File: src/core/dft_pkg.sv
// Summary of operation
// - three 8-bit target registers, 1 degree steps
// - targets at 0x33, 0x34, 0x35
// - targets reset to 0xA4, 100 degrees
// - below low limit sets low flag
// - above high limit sets high flag
// - fan turns on at fan-start temperature
// - dynamic mode moves fan-start toward target
// - each zone regulated against own target
// - too cool: raise fan-start temperature
// - too hot: lower fan-start temperature
// - above its critical limit, a zone drives its own fan at full duty
// - range code sets duty slope above fan-start
// - short cycle every n, long every 2n
// - long cycle lowers fan-start while above target
// - fan-start never raised above high limit
// - long-cycle raise only below low limit
package dft_pkg;
	localparam int NCH = 3;

	typedef logic [7:0] dft_temp_t;

	// per-channel settings handed to the channel loop
	typedef struct packed {
		logic [7:0] target;
		logic [7:0] low;
		logic [7:0] high;
		logic [7:0] crit;
		logic [3:0] hyst;
		logic [2:0] cycle_code;
		logic [2:0] range_code;
		logic [7:0] min_duty;
		logic       dyn_en;
	} dft_cfg_s;

	// per-channel register addresses, index 0 remote 1, 1 local, 2 remote 2
	localparam logic [NCH-1:0][7:0] ADDR_TARGET = {8'h35, 8'h34, 8'h33};
	localparam logic [NCH-1:0][7:0] ADDR_LOW    = {8'h52, 8'h50, 8'h4E};
	localparam logic [NCH-1:0][7:0] ADDR_HIGH   = {8'h53, 8'h51, 8'h4F};
	localparam logic [NCH-1:0][7:0] ADDR_CRIT   = {8'h6C, 8'h6B, 8'h6A};
	localparam logic [NCH-1:0][7:0] ADDR_FSTART = {8'h7E, 8'h7D, 8'h7C};
	localparam logic [NCH-1:0][7:0] ADDR_RANGE  = {8'h82, 8'h81, 8'h80};
	localparam logic [7:0] ADDR_CAL1     = 8'h36;
	localparam logic [7:0] ADDR_CAL2     = 8'h37;
	localparam logic [7:0] ADDR_HYST12   = 8'h6D;
	localparam logic [7:0] ADDR_HYST3    = 8'h6E;
	localparam logic [7:0] ADDR_STATUS   = 8'h7A;
	localparam logic [7:0] ADDR_DYN_EN   = 8'h7B;
	localparam logic [7:0] ADDR_MIN_DUTY = 8'h83;

	// reset values
	localparam logic [7:0] RST_TARGET   = 8'hA4;
	localparam logic [7:0] RST_LOW      = 8'h01;
	localparam logic [7:0] RST_HIGH     = 8'h7F;
	localparam logic [7:0] RST_CRIT     = 8'hA4;
	localparam logic [7:0] RST_FSTART   = 8'h90;
	localparam logic [2:0] RST_RANGE    = 3'h2;
	localparam logic [7:0] RST_HYST12   = 8'h44;
	localparam logic [7:0] RST_HYST3    = 8'h40;
	localparam logic [7:0] RST_CAL2     = 8'h00;
	localparam logic [7:0] RST_MIN_DUTY = 8'h80;
	localparam logic [7:0] FULL_DUTY    = 8'hFF;

	// field positions
	localparam int HYST_HI_LSB   = 4;
	localparam int HYST_LO_LSB   = 0;
	localparam int CYC_R1_LSB    = 0;
	localparam int CYC_LOC_LSB   = 3;
	localparam int CYC_R2_LSB    = 6;
	localparam int STAT_LOW_LSB  = 0;
	localparam int STAT_HIGH_LSB = 3;

	// short cycle of 8 monitoring cycles at code 000, doubling per code step
	localparam logic [11:0] SHORT_BASE = 12'h008;
	localparam int          CNT_W      = 12;
endpackage

File: src/core/dft_chan.sv
`timescale 1ns/100ps
module dft_chan (
	input  wire logic             clk_sys,
	input  wire logic             rst,
	input  wire logic             tick,
	input  wire dft_pkg::dft_cfg_s cfg,
	input  wire dft_pkg::dft_temp_t temp,
	input  wire logic             host_wr,
	input  wire logic [7:0]       host_data,
	output logic [7:0]            fan_start,
	output logic [7:0]            duty,
	output logic                  fan_on,
	output logic                  low_evt,
	output logic                  high_evt
);
	import dft_pkg::*;

	logic [CNT_W-1:0] cnt;
	logic [7:0]       prev_temp;
	logic             crit_hold;

	// cycle boundaries: n = 8 << code, long = 2n; counter wraps on a multiple of both
	wire  [CNT_W-1:0] short_len = SHORT_BASE << cfg.cycle_code;
	wire  [CNT_W-1:0] cnt_nx    = cnt + 12'h001;
	wire              short_hit = (cnt_nx & (short_len - 12'h001)) == 12'h000;
	wire              long_hit  = (cnt_nx & ((short_len << 1) - 12'h001)) == 12'h000;

	// zone comparisons, each saturating subtraction floors at zero
	wire  [7:0] op_minus_h = (cfg.target > {4'h0, cfg.hyst}) ? cfg.target - {4'h0, cfg.hyst} : 8'h00;
	wire  [7:0] fs_minus_h = (fan_start > {4'h0, cfg.hyst}) ? fan_start - {4'h0, cfg.hyst} : 8'h00;
	wire  [7:0] cr_minus_h = (cfg.crit > {4'h0, cfg.hyst}) ? cfg.crit - {4'h0, cfg.hyst} : 8'h00;
	wire        above_band = temp > op_minus_h;
	wire        above_op   = temp > cfg.target;
	wire        below_low  = temp < cfg.low;
	wire        rising     = temp > prev_temp;

	// short cycle takes twice the rise since the last monitoring cycle, long adds one
	wire  [9:0] short_dec  = (short_hit && above_band && rising) ? {1'b0, temp - prev_temp, 1'b0} : 10'h000;
	wire  [9:0] long_dec   = (long_hit && above_op) ? 10'h001 : 10'h000;
	wire  [9:0] dec_total  = short_dec + long_dec;
	wire  [7:0] fs_lowered = ({2'b00, fan_start} > dec_total) ? fan_start - dec_total[7:0] : 8'h00;
	// raise only in the long cycle, only below low limit, capped by high limit
	wire        may_raise  = long_hit && !above_op && below_low && (fan_start < cfg.high);
	wire  [7:0] fs_adjust  = (dec_total != 10'h000) ? fs_lowered :
	                         may_raise ? fan_start + 8'h01 : fan_start;
	wire  [7:0] next_fstart = host_wr ? host_data :
	                          (tick && cfg.dyn_en) ? fs_adjust : fan_start;

	// duty curve: min duty at fan-start, slope set by range code, saturated at full
	wire  [15:0] over      = {8'h00, temp - fan_start} << cfg.range_code;
	wire  [15:0] ramp      = {8'h00, cfg.min_duty} + over;
	wire  [7:0]  curve     = (ramp > {8'h00, FULL_DUTY}) ? FULL_DUTY : ramp[7:0];
	wire         next_crit = crit_hold ? (temp >= cr_minus_h) : (temp > cfg.crit);
	wire         next_on   = fan_on ? (temp >= fs_minus_h) : (temp >= fan_start);
	wire  [7:0]  next_duty = next_crit ? FULL_DUTY :
	                         !next_on ? 8'h00 :
	                         (temp >= fan_start) ? curve : cfg.min_duty;

	// the host write wins over a loop adjustment landing in the same cycle
	always_ff @(posedge clk_sys or posedge rst) begin
		if (rst) begin
			fan_start <= RST_FSTART;
		end else begin
			fan_start <= next_fstart;
		end
	end

	// all evaluation happens once per finished monitoring cycle
	always_ff @(posedge clk_sys or posedge rst) begin
		if (rst) begin
			cnt       <= '0;
			prev_temp <= 8'h00;
			crit_hold <= 1'b0;
			fan_on    <= 1'b0;
			duty      <= 8'h00;
			low_evt   <= 1'b0;
			high_evt  <= 1'b0;
		end else begin
			low_evt  <= tick && below_low;
			high_evt <= tick && (temp > cfg.high);
			if (tick) begin
				cnt       <= cnt_nx;
				prev_temp <= temp;
				crit_hold <= next_crit;
				fan_on    <= next_on;
				duty      <= next_duty;
			end
		end
	end
endmodule

File: src/core/dft_top.sv
`timescale 1ns/100ps
module dft_top (
	input  wire logic                                     clk_sys,
	input  wire logic                                     rst,
	input  wire dft_pkg::dft_temp_t [dft_pkg::NCH-1:0]    temp_in,
	input  wire logic                                     mon_done,
	input  wire logic [7:0]                               reg_addr,
	input  wire logic [7:0]                               reg_wdata,
	input  wire logic                                     reg_wr,
	input  wire logic                                     reg_rd,
	output logic [7:0]                                    reg_rdata,
	output logic [dft_pkg::NCH-1:0][7:0]                  fan_duty,
	output logic [dft_pkg::NCH-1:0]                       fan_on,
	output logic [dft_pkg::NCH-1:0]                       low_flag,
	output logic [dft_pkg::NCH-1:0]                       high_flag
);
	import dft_pkg::*;

	logic [NCH-1:0][7:0] target;
	logic [NCH-1:0][7:0] low_temp_limit;
	logic [NCH-1:0][7:0] high_temp_limit;
	logic [NCH-1:0][7:0] critical_temp_limit;
	logic [NCH-1:0][2:0] range_code;
	logic [7:0]          minimum_duty;
	logic [7:0]          hyst12;
	logic [7:0]          hyst3;
	logic                cal1_bit;
	logic [7:0]          cal2;
	logic [NCH-1:0]      dyn_en;
	logic [NCH-1:0][7:0] fan_start_temp;
	logic [NCH-1:0]      low_evt;
	logic [NCH-1:0]      high_evt;
	logic [NCH-1:0][3:0] ch_hyst;
	logic [NCH-1:0][2:0] ch_code;
	dft_cfg_s [NCH-1:0]  ch_cfg;
	logic [NCH-1:0]      wr_target;
	logic [NCH-1:0]      wr_low;
	logic [NCH-1:0]      wr_high;
	logic [NCH-1:0]      wr_crit;
	logic [NCH-1:0]      wr_range;
	logic [NCH-1:0]      wr_fstart;

	// shared register decode
	wire wr_min   = reg_wr && (reg_addr == ADDR_MIN_DUTY);
	wire wr_h12   = reg_wr && (reg_addr == ADDR_HYST12);
	wire wr_h3    = reg_wr && (reg_addr == ADDR_HYST3);
	wire wr_cal1  = reg_wr && (reg_addr == ADDR_CAL1);
	wire wr_cal2  = reg_wr && (reg_addr == ADDR_CAL2);
	wire wr_dyn   = reg_wr && (reg_addr == ADDR_DYN_EN);
	wire rd_stat  = reg_rd && (reg_addr == ADDR_STATUS);

	// hysteresis and cycle-code fields split per channel
	assign ch_hyst[0] = hyst12[HYST_HI_LSB +: 4];
	assign ch_hyst[1] = hyst12[HYST_LO_LSB +: 4];
	assign ch_hyst[2] = hyst3[HYST_HI_LSB +: 4];
	assign ch_code[0] = cal2[CYC_R1_LSB +: 3];
	assign ch_code[1] = cal2[CYC_LOC_LSB +: 3];
	assign ch_code[2] = {cal1_bit, cal2[CYC_R2_LSB +: 2]};

	// per-channel registers and loops, each zone against its own target
	genvar gi;
	generate
		for (gi = 0; gi < NCH; gi++) begin : g_ch
			assign wr_target[gi] = reg_wr && (reg_addr == ADDR_TARGET[gi]);
			assign wr_low[gi]    = reg_wr && (reg_addr == ADDR_LOW[gi]);
			assign wr_high[gi]   = reg_wr && (reg_addr == ADDR_HIGH[gi]);
			assign wr_crit[gi]   = reg_wr && (reg_addr == ADDR_CRIT[gi]);
			assign wr_range[gi]  = reg_wr && (reg_addr == ADDR_RANGE[gi]);
			assign wr_fstart[gi] = reg_wr && (reg_addr == ADDR_FSTART[gi]);

			assign ch_cfg[gi] = '{target:     target[gi],
			                      low:        low_temp_limit[gi],
			                      high:       high_temp_limit[gi],
			                      crit:       critical_temp_limit[gi],
			                      hyst:       ch_hyst[gi],
			                      cycle_code: ch_code[gi],
			                      range_code: range_code[gi],
			                      min_duty:   minimum_duty,
			                      dyn_en:     dyn_en[gi]};

			// 8-bit target, one degree per step, 0xA4 after reset
			always_ff @(posedge clk_sys or posedge rst) begin
				if (rst) begin
					target[gi]              <= RST_TARGET;
					low_temp_limit[gi]      <= RST_LOW;
					high_temp_limit[gi]     <= RST_HIGH;
					critical_temp_limit[gi] <= RST_CRIT;
					range_code[gi]          <= RST_RANGE;
				end else begin
					if (wr_target[gi])
						target[gi] <= reg_wdata;
					if (wr_low[gi])
						low_temp_limit[gi] <= reg_wdata;
					if (wr_high[gi])
						high_temp_limit[gi] <= reg_wdata;
					if (wr_crit[gi])
						critical_temp_limit[gi] <= reg_wdata;
					if (wr_range[gi])
						range_code[gi] <= reg_wdata[2:0];
				end
			end

			dft_chan u_chan (
				.clk_sys   (clk_sys),
				.rst       (rst),
				.tick      (mon_done),
				.cfg       (ch_cfg[gi]),
				.temp      (temp_in[gi]),
				.host_wr   (wr_fstart[gi]),
				.host_data (reg_wdata),
				.fan_start (fan_start_temp[gi]),
				.duty      (fan_duty[gi]),
				.fan_on    (fan_on[gi]),
				.low_evt   (low_evt[gi]),
				.high_evt  (high_evt[gi])
			);
		end
	endgenerate

	// shared settings; the hardware does not police the programming order,
	// so enabling dynamic mode before the fan curve is set just adjusts defaults
	always_ff @(posedge clk_sys or posedge rst) begin
		if (rst) begin
			minimum_duty <= RST_MIN_DUTY;
			hyst12       <= RST_HYST12;
			hyst3        <= RST_HYST3;
			cal1_bit     <= 1'b0;
			cal2         <= RST_CAL2;
			dyn_en       <= '0;
		end else begin
			if (wr_min)
				minimum_duty <= reg_wdata;
			if (wr_h12)
				hyst12 <= reg_wdata;
			if (wr_h3)
				hyst3 <= {reg_wdata[7:4], 4'h0};                                   // low nibble reserved
			if (wr_cal1)
				cal1_bit <= reg_wdata[0];
			if (wr_cal2)
				cal2 <= reg_wdata;
			if (wr_dyn)
				dyn_en <= reg_wdata[NCH-1:0];
		end
	end

	// sticky excursion flags: cleared by reading status, a new event wins
	wire [NCH-1:0] next_low  = (rd_stat ? '0 : low_flag) | low_evt;
	wire [NCH-1:0] next_high = (rd_stat ? '0 : high_flag) | high_evt;

	always_ff @(posedge clk_sys or posedge rst) begin
		if (rst) begin
			low_flag  <= '0;
			high_flag <= '0;
		end else begin
			low_flag  <= next_low;
			high_flag <= next_high;
		end
	end

	// read mux; unmapped addresses read zero
	function automatic logic [7:0] rd_mux(input logic [7:0] a);
		logic [7:0] v;
		v = 8'h00;
		for (int i = 0; i < NCH; i++) begin
			if (a == ADDR_TARGET[i])
				v = target[i];
			if (a == ADDR_LOW[i])
				v = low_temp_limit[i];
			if (a == ADDR_HIGH[i])
				v = high_temp_limit[i];
			if (a == ADDR_CRIT[i])
				v = critical_temp_limit[i];
			if (a == ADDR_RANGE[i])
				v = {5'h00, range_code[i]};
			if (a == ADDR_FSTART[i])
				v = fan_start_temp[i];
		end
		case (a)
			ADDR_MIN_DUTY: v = minimum_duty;
			ADDR_HYST12:   v = hyst12;
			ADDR_HYST3:    v = hyst3;
			ADDR_CAL1:     v = {7'h00, cal1_bit};
			ADDR_CAL2:     v = cal2;
			ADDR_DYN_EN:   v = {5'h00, dyn_en};
			ADDR_STATUS:   v = {2'b00, high_flag, low_flag};
			default:       v = v;
		endcase
		return v;
	endfunction

	// a process rather than an assign, so it also wakes when a register the mux reads changes
	logic [7:0] rd_value;

	always_comb begin
		rd_value = rd_mux(reg_addr);
	end

	// read data registered, held between reads
	always_ff @(posedge clk_sys or posedge rst) begin
		if (rst) begin
			reg_rdata <= 8'h00;
		end else if (reg_rd) begin
			reg_rdata <= rd_value;
		end
	end
endmodule

File: config.mk
export PLATFORM = sky130hd
export DESIGN_NAME = dft_top
export DESIGN_NICKNAME = d
export VERILOG_FILES = /design/src/core/dft_pkg.sv /design/src/core/dft_chan.sv /design/src/core/dft_top.sv
export SDC_FILE = /design/constraint.sdc
export NUM_CORES = 1
export LEC_CHECK = 0
export BUFFER_PORTS_ARGS = -buffer_cell sky130_fd_sc_hd__buf_2
export CAP_MARGIN = 10
export CORE_AREA = 2 2 298 300
export CTS_CLUSTER_DIAMETER = 30
export DETAILED_ROUTE_END_ITERATION = 10
export DIE_AREA = 0 0 300 302
export PLACE_DENSITY = 0.53
export SYNTH_ARGS = -nofsm -noshare
export SYNTH_HDL_FRONTEND = slang
export SYNTH_SLANG_ARGS = --single-unit
File: constraint.sdc
create_clock -name clk_sys -period 11.4 [get_ports clk_sys]
set_input_delay 2.28 -clock clk_sys [delete_from_list [all_inputs] [get_ports clk_sys]]
set_output_delay 2.28 -clock clk_sys [all_outputs]
set_load 0.03 [all_outputs]
==> metrics.cfg <==
[status]
outcome = completed

[pwr]
p_per_area_mw_per_mm2 = 181
p_total_mw = 5.55
pwr-share-comb_pct = 31.8
clockPowerShare_pct = 44.5
vdd_drop_max_v = 0.000104
p_leak_nw = 13.0
p_sw_share_pct = 35.8
switchingPower_mw = 1.98
internal-power_mw = 3.56
seq_power_share_pct = 23.7

[final_layout]
layout-drive-gt1-share_pct = 15.4
multi_input_area_mm2 = 0.0179
n_fill_cell = 9132
postLayoutCoreUtil_pct = 34.9
fin_nets = 3485
area.growth.synth_to_final_pct = 17.5
seqCellArea_mm2 = 0.00683

[yosys]
ys_warn_count = 0
synth_top_family_by_area = compound AO/OA/AOI/OAI gates
synth_compound_area_share_pct = 20.4
ys_ff_latch = 270
avgSynthCellArea_um2 = 8.59
synth_simple_gate_area_share_pct = 18.3
synth_nets = 3418
seq_area_frac_synth_pct = 26.3
synth_cells = 3026
ys_async_sr_fraction_pct = 100
synth_flop_cell = dfrtp_1
synthMuxAreaShare_pct = 7.61
synth_fa_ha_area_share_pct = 17.3
synth_enable_flop_cells = 0
synth.distinct_cells = 89
syn-cell-area_mm2 = 0.0260
synth_xor_area_share_pct = 5.22

[critical_path]
cp-end-kind = flip-flop
critPathMaxFanout = 8
worstSetupPathType = reg -> reg
start_kind = flip-flop
required_ns = 11.97
cp_data_arrival_time_ns = 7.22

[timing]
min_period_ns = 6.65
slew_headroom_pct = 31.9
slew_viol_final = 0
finalHoldViolations = 0
tns_ns = 0
max_freq_ghz = 0.150
worst_pin_slew_ns = 1.01
worst_clock_skew_ns = 0.0337
rsz0062_at_grt = no
setup_viol_count_final = 0
timing.final.crit_share_pct = 58.3

[grt]
grt_pass1_wl_mm = 139
grt_max_degree = 94
grt_pass1_vias = 22900
grt_overflow = 0
antenna_found_initial = 5
grtUsageTotal_pct = 19.9

[run]
cap_violations = 0

[route]
vias = 23500
viasPerCell = 5.42
post_drt_wl_per_cell_um = 21.0
drt_pass1_iterations = 8
wirelength_mm = 90.9
ant_nets = 0
first_iter_violations = 1882
drc = 0

[floorplan]
die-area_mm2 = 0.0906
die_y_um = 302
ios = 86
die_x_um = 300
rows = 109
initial_core_util_pct = 29.7
coreArea_mm2 = 0.0876

[clock_tree]
cts_buffers = 84
ctsHoldBuffers = 0
cts_setup_buffers = 0
root_buffer = clkbuf_16
cts_tree = built
cts_max_path_buffers = 3
numClockSinks = 270
path_clk_slew_ns = 0.05
insertion_delay_ns = 0.64
cts_max_level = 3
post_cts_resized = 0

[min_path]
hold_path.class = reg -> reg

[place]
io_buffers = 85
place_hpwl_mm = 66.7
globalplace.congestion = 0.896

[layer usage]
metal / global-route usage (%) / wire length (µm) / share of wire (%) / vias to the layer above
met5: 0 / 20 / 0.022 / -
met4: 5.77 / 2110 / 2.3 / 4
met3: 3.84 / 5680 / 6.2 / 131
met2: 31.5 / 40700 / 45 / 621
met1: 27.5 / 42400 / 47 / 11400
li1: - / - / - / 11300
[sequential cells by signal, summed over array words and instances (netlist names)]
signal,count
ch_cfg,105
g_ch.u_chan.cnt,35
g_ch.u_chan.duty,24
g_ch.u_chan.fan_start,24
g_ch.u_chan.prev_temp,24
cal2,8
hyst12,8
minimum_duty,8
reg_rdata,8
hyst3,4
dyn_en,3
g_ch.u_chan.crit_hold,3
g_ch.u_chan.fan_on,3
g_ch.u_chan.high_evt,3
g_ch.u_chan.low_evt,3
high_flag,3
low_flag,3
cal1_bit,1
[metrics by stage]
step / hold slack, ns / cell area (µm²) / setup WS, ns / cells
after floorplan: 0.404 / 26000 / 1.77 / 3026
after global placement: 0.408 / 27500 / 4.41 / 4172
after detailed placement: 0.415 / 27500 / 4.37 / 4172
after CTS: 0.429 / 30500 / 4.75 / 4330
after global routing: 0.441 / 30500 / 4.16 / 4330
final: 0.428 / 30600 / 4.75 / 4334
[path summary, 6_finish.rpt]
check                                             startpoint                                      end  slack [ns]  depth (start not counted)
setup / recovery                       hyst12[5]$_DFFE_PP0P_  g_ch[0].u_chan.fan_start[4]$_DFFE_PP1P_        4.75                         26
hold / removal             g_ch[0].u_chan.high_evt$_DFF_PP0_                   high_flag[0]$_DFF_PP0_        0.43                          1
setup reg to reg                       hyst12[5]$_DFFE_PP0P_  g_ch[0].u_chan.fan_start[4]$_DFFE_PP1P_        4.75                         26
hold reg to reg            g_ch[0].u_chan.high_evt$_DFF_PP0_                   high_flag[0]$_DFF_PP0_        0.43                          1
max in group asynchronous                                rst                  ch_cfg[122]$_DFFE_PP0P_        7.47                          4
min in group asynchronous                                rst        g_ch[1].u_chan.fan_on$_DFFE_PP0P_        1.81                          2
[cells in the mapped netlist (50+ instances only)]
cell      count  area share [%]
ha_1        326              16
nand2_1     307             4.4
dfrtp_1     215              21
inv_1       200             2.9
nor2_1      181             2.6
o21ai_0     177             3.4
a21oi_1     161             3.1
mux2_2      149             6.5
xnor2_1      98             3.3
a21o_1       95             2.7
clkbuf_1     93             1.3
nand3_1      83             1.6
nor3_1       78             1.5
xor2_1       57             1.9
dfstp_2      55             5.6
nand4_1      52             1.3
nor2b_1      50             1.2
[logic make-up (layout without fill, tap and decap cells)]
family / after synthesis / after routing
flip-flops: 270 / 270
other: 0 / 4
buffers and inverters: 327 / 466
AO/OA/AOI/OAI: 789 / 789
multiplexers: 179 / 179
XOR/XNOR: 155 / 155
AND/OR/NAND/NOR: 959 / 959
adder cells (fa/ha/maj): 347 / 347
[cell usage in the layout, fill, tap and decap left out, drive strengths merged, types with 21 or more instances in the layout]
| master | count |
|---|---|
| nor3 | 80 |
| mux2i | 30 |
| clkinv | 24 |
| nor2 | 181 |
| a22oi | 26 |
| nand2 | 307 |
| nand4 | 52 |
| nor4 | 22 |
| or3 | 31 |
| mux2 | 149 |
| o21a | 24 |
| a21oi | 162 |
| o221ai | 22 |
| xnor2 | 98 |
| o22ai | 21 |
| inv | 205 |
| clkbuf | 112 |
| o21ai | 180 |
| fa | 21 |
| nor2b | 50 |
| nand2b | 43 |
| nand3 | 85 |
| ha | 326 |
| o211ai | 29 |
| dfrtp | 215 |
| dfstp | 55 |
| a211oi | 41 |
| buf | 105 |
| xor2 | 57 |
| a21o | 95 |
[area by class of cell]
| type | count | share of cell area (%) |
|---|---|---|
| Tap cell | 1165 | 4.77 |
| Multi-Input combinational cell | 2429 | 58.6 |
| Antenna cell | 4 | 0.0328 |
| Clock buffer | 112 | 7.62 |
| Inverter | 203 | 2.52 |
| Timing Repair Buffer | 105 | 1.89 |
| Sequential cell | 270 | 22.3 |
| Clock inverter | 46 | 2.22 |
[worst max-delay path, cell delays in order (launching register included)]
cell and delay [ns]:
dfrtp_1 0.49, inv_1 0.23, ha_1 0.37, nor2b_1 0.13, o21ai_0 0.14, nand2b_1 0.10, a211o_1 0.33, nor3_1 0.20
xnor2_1 0.15, nand2_1 0.09, ha_1 0.34, o211ai_4 0.09, or4_1 0.49, or3_1 0.37, nor4_2 0.29, and4_1 0.41
nand2_1 0.12, ha_1 0.36, a21o_1 0.14, a21oi_1 0.07, nor2b_1 0.18, o21a_1 0.14, o21ai_0 0.09, a2111oi_0 0.52
o221ai_2 0.30, o311ai_1 0.33, a21o_1 0.11
[power groups by stage]
stage	combinational [mW]	clock (mW)	sequential [mW]
after floorplan	1.35	0	1.26
after global placement	1.75	0	1.32
after detailed placement	1.76	0	1.33
after CTS	1.77	2.50	1.31
after global routing	1.99	2.56	1.34
final	1.76	2.47	1.31
Power figures use the tool's default switching activity.
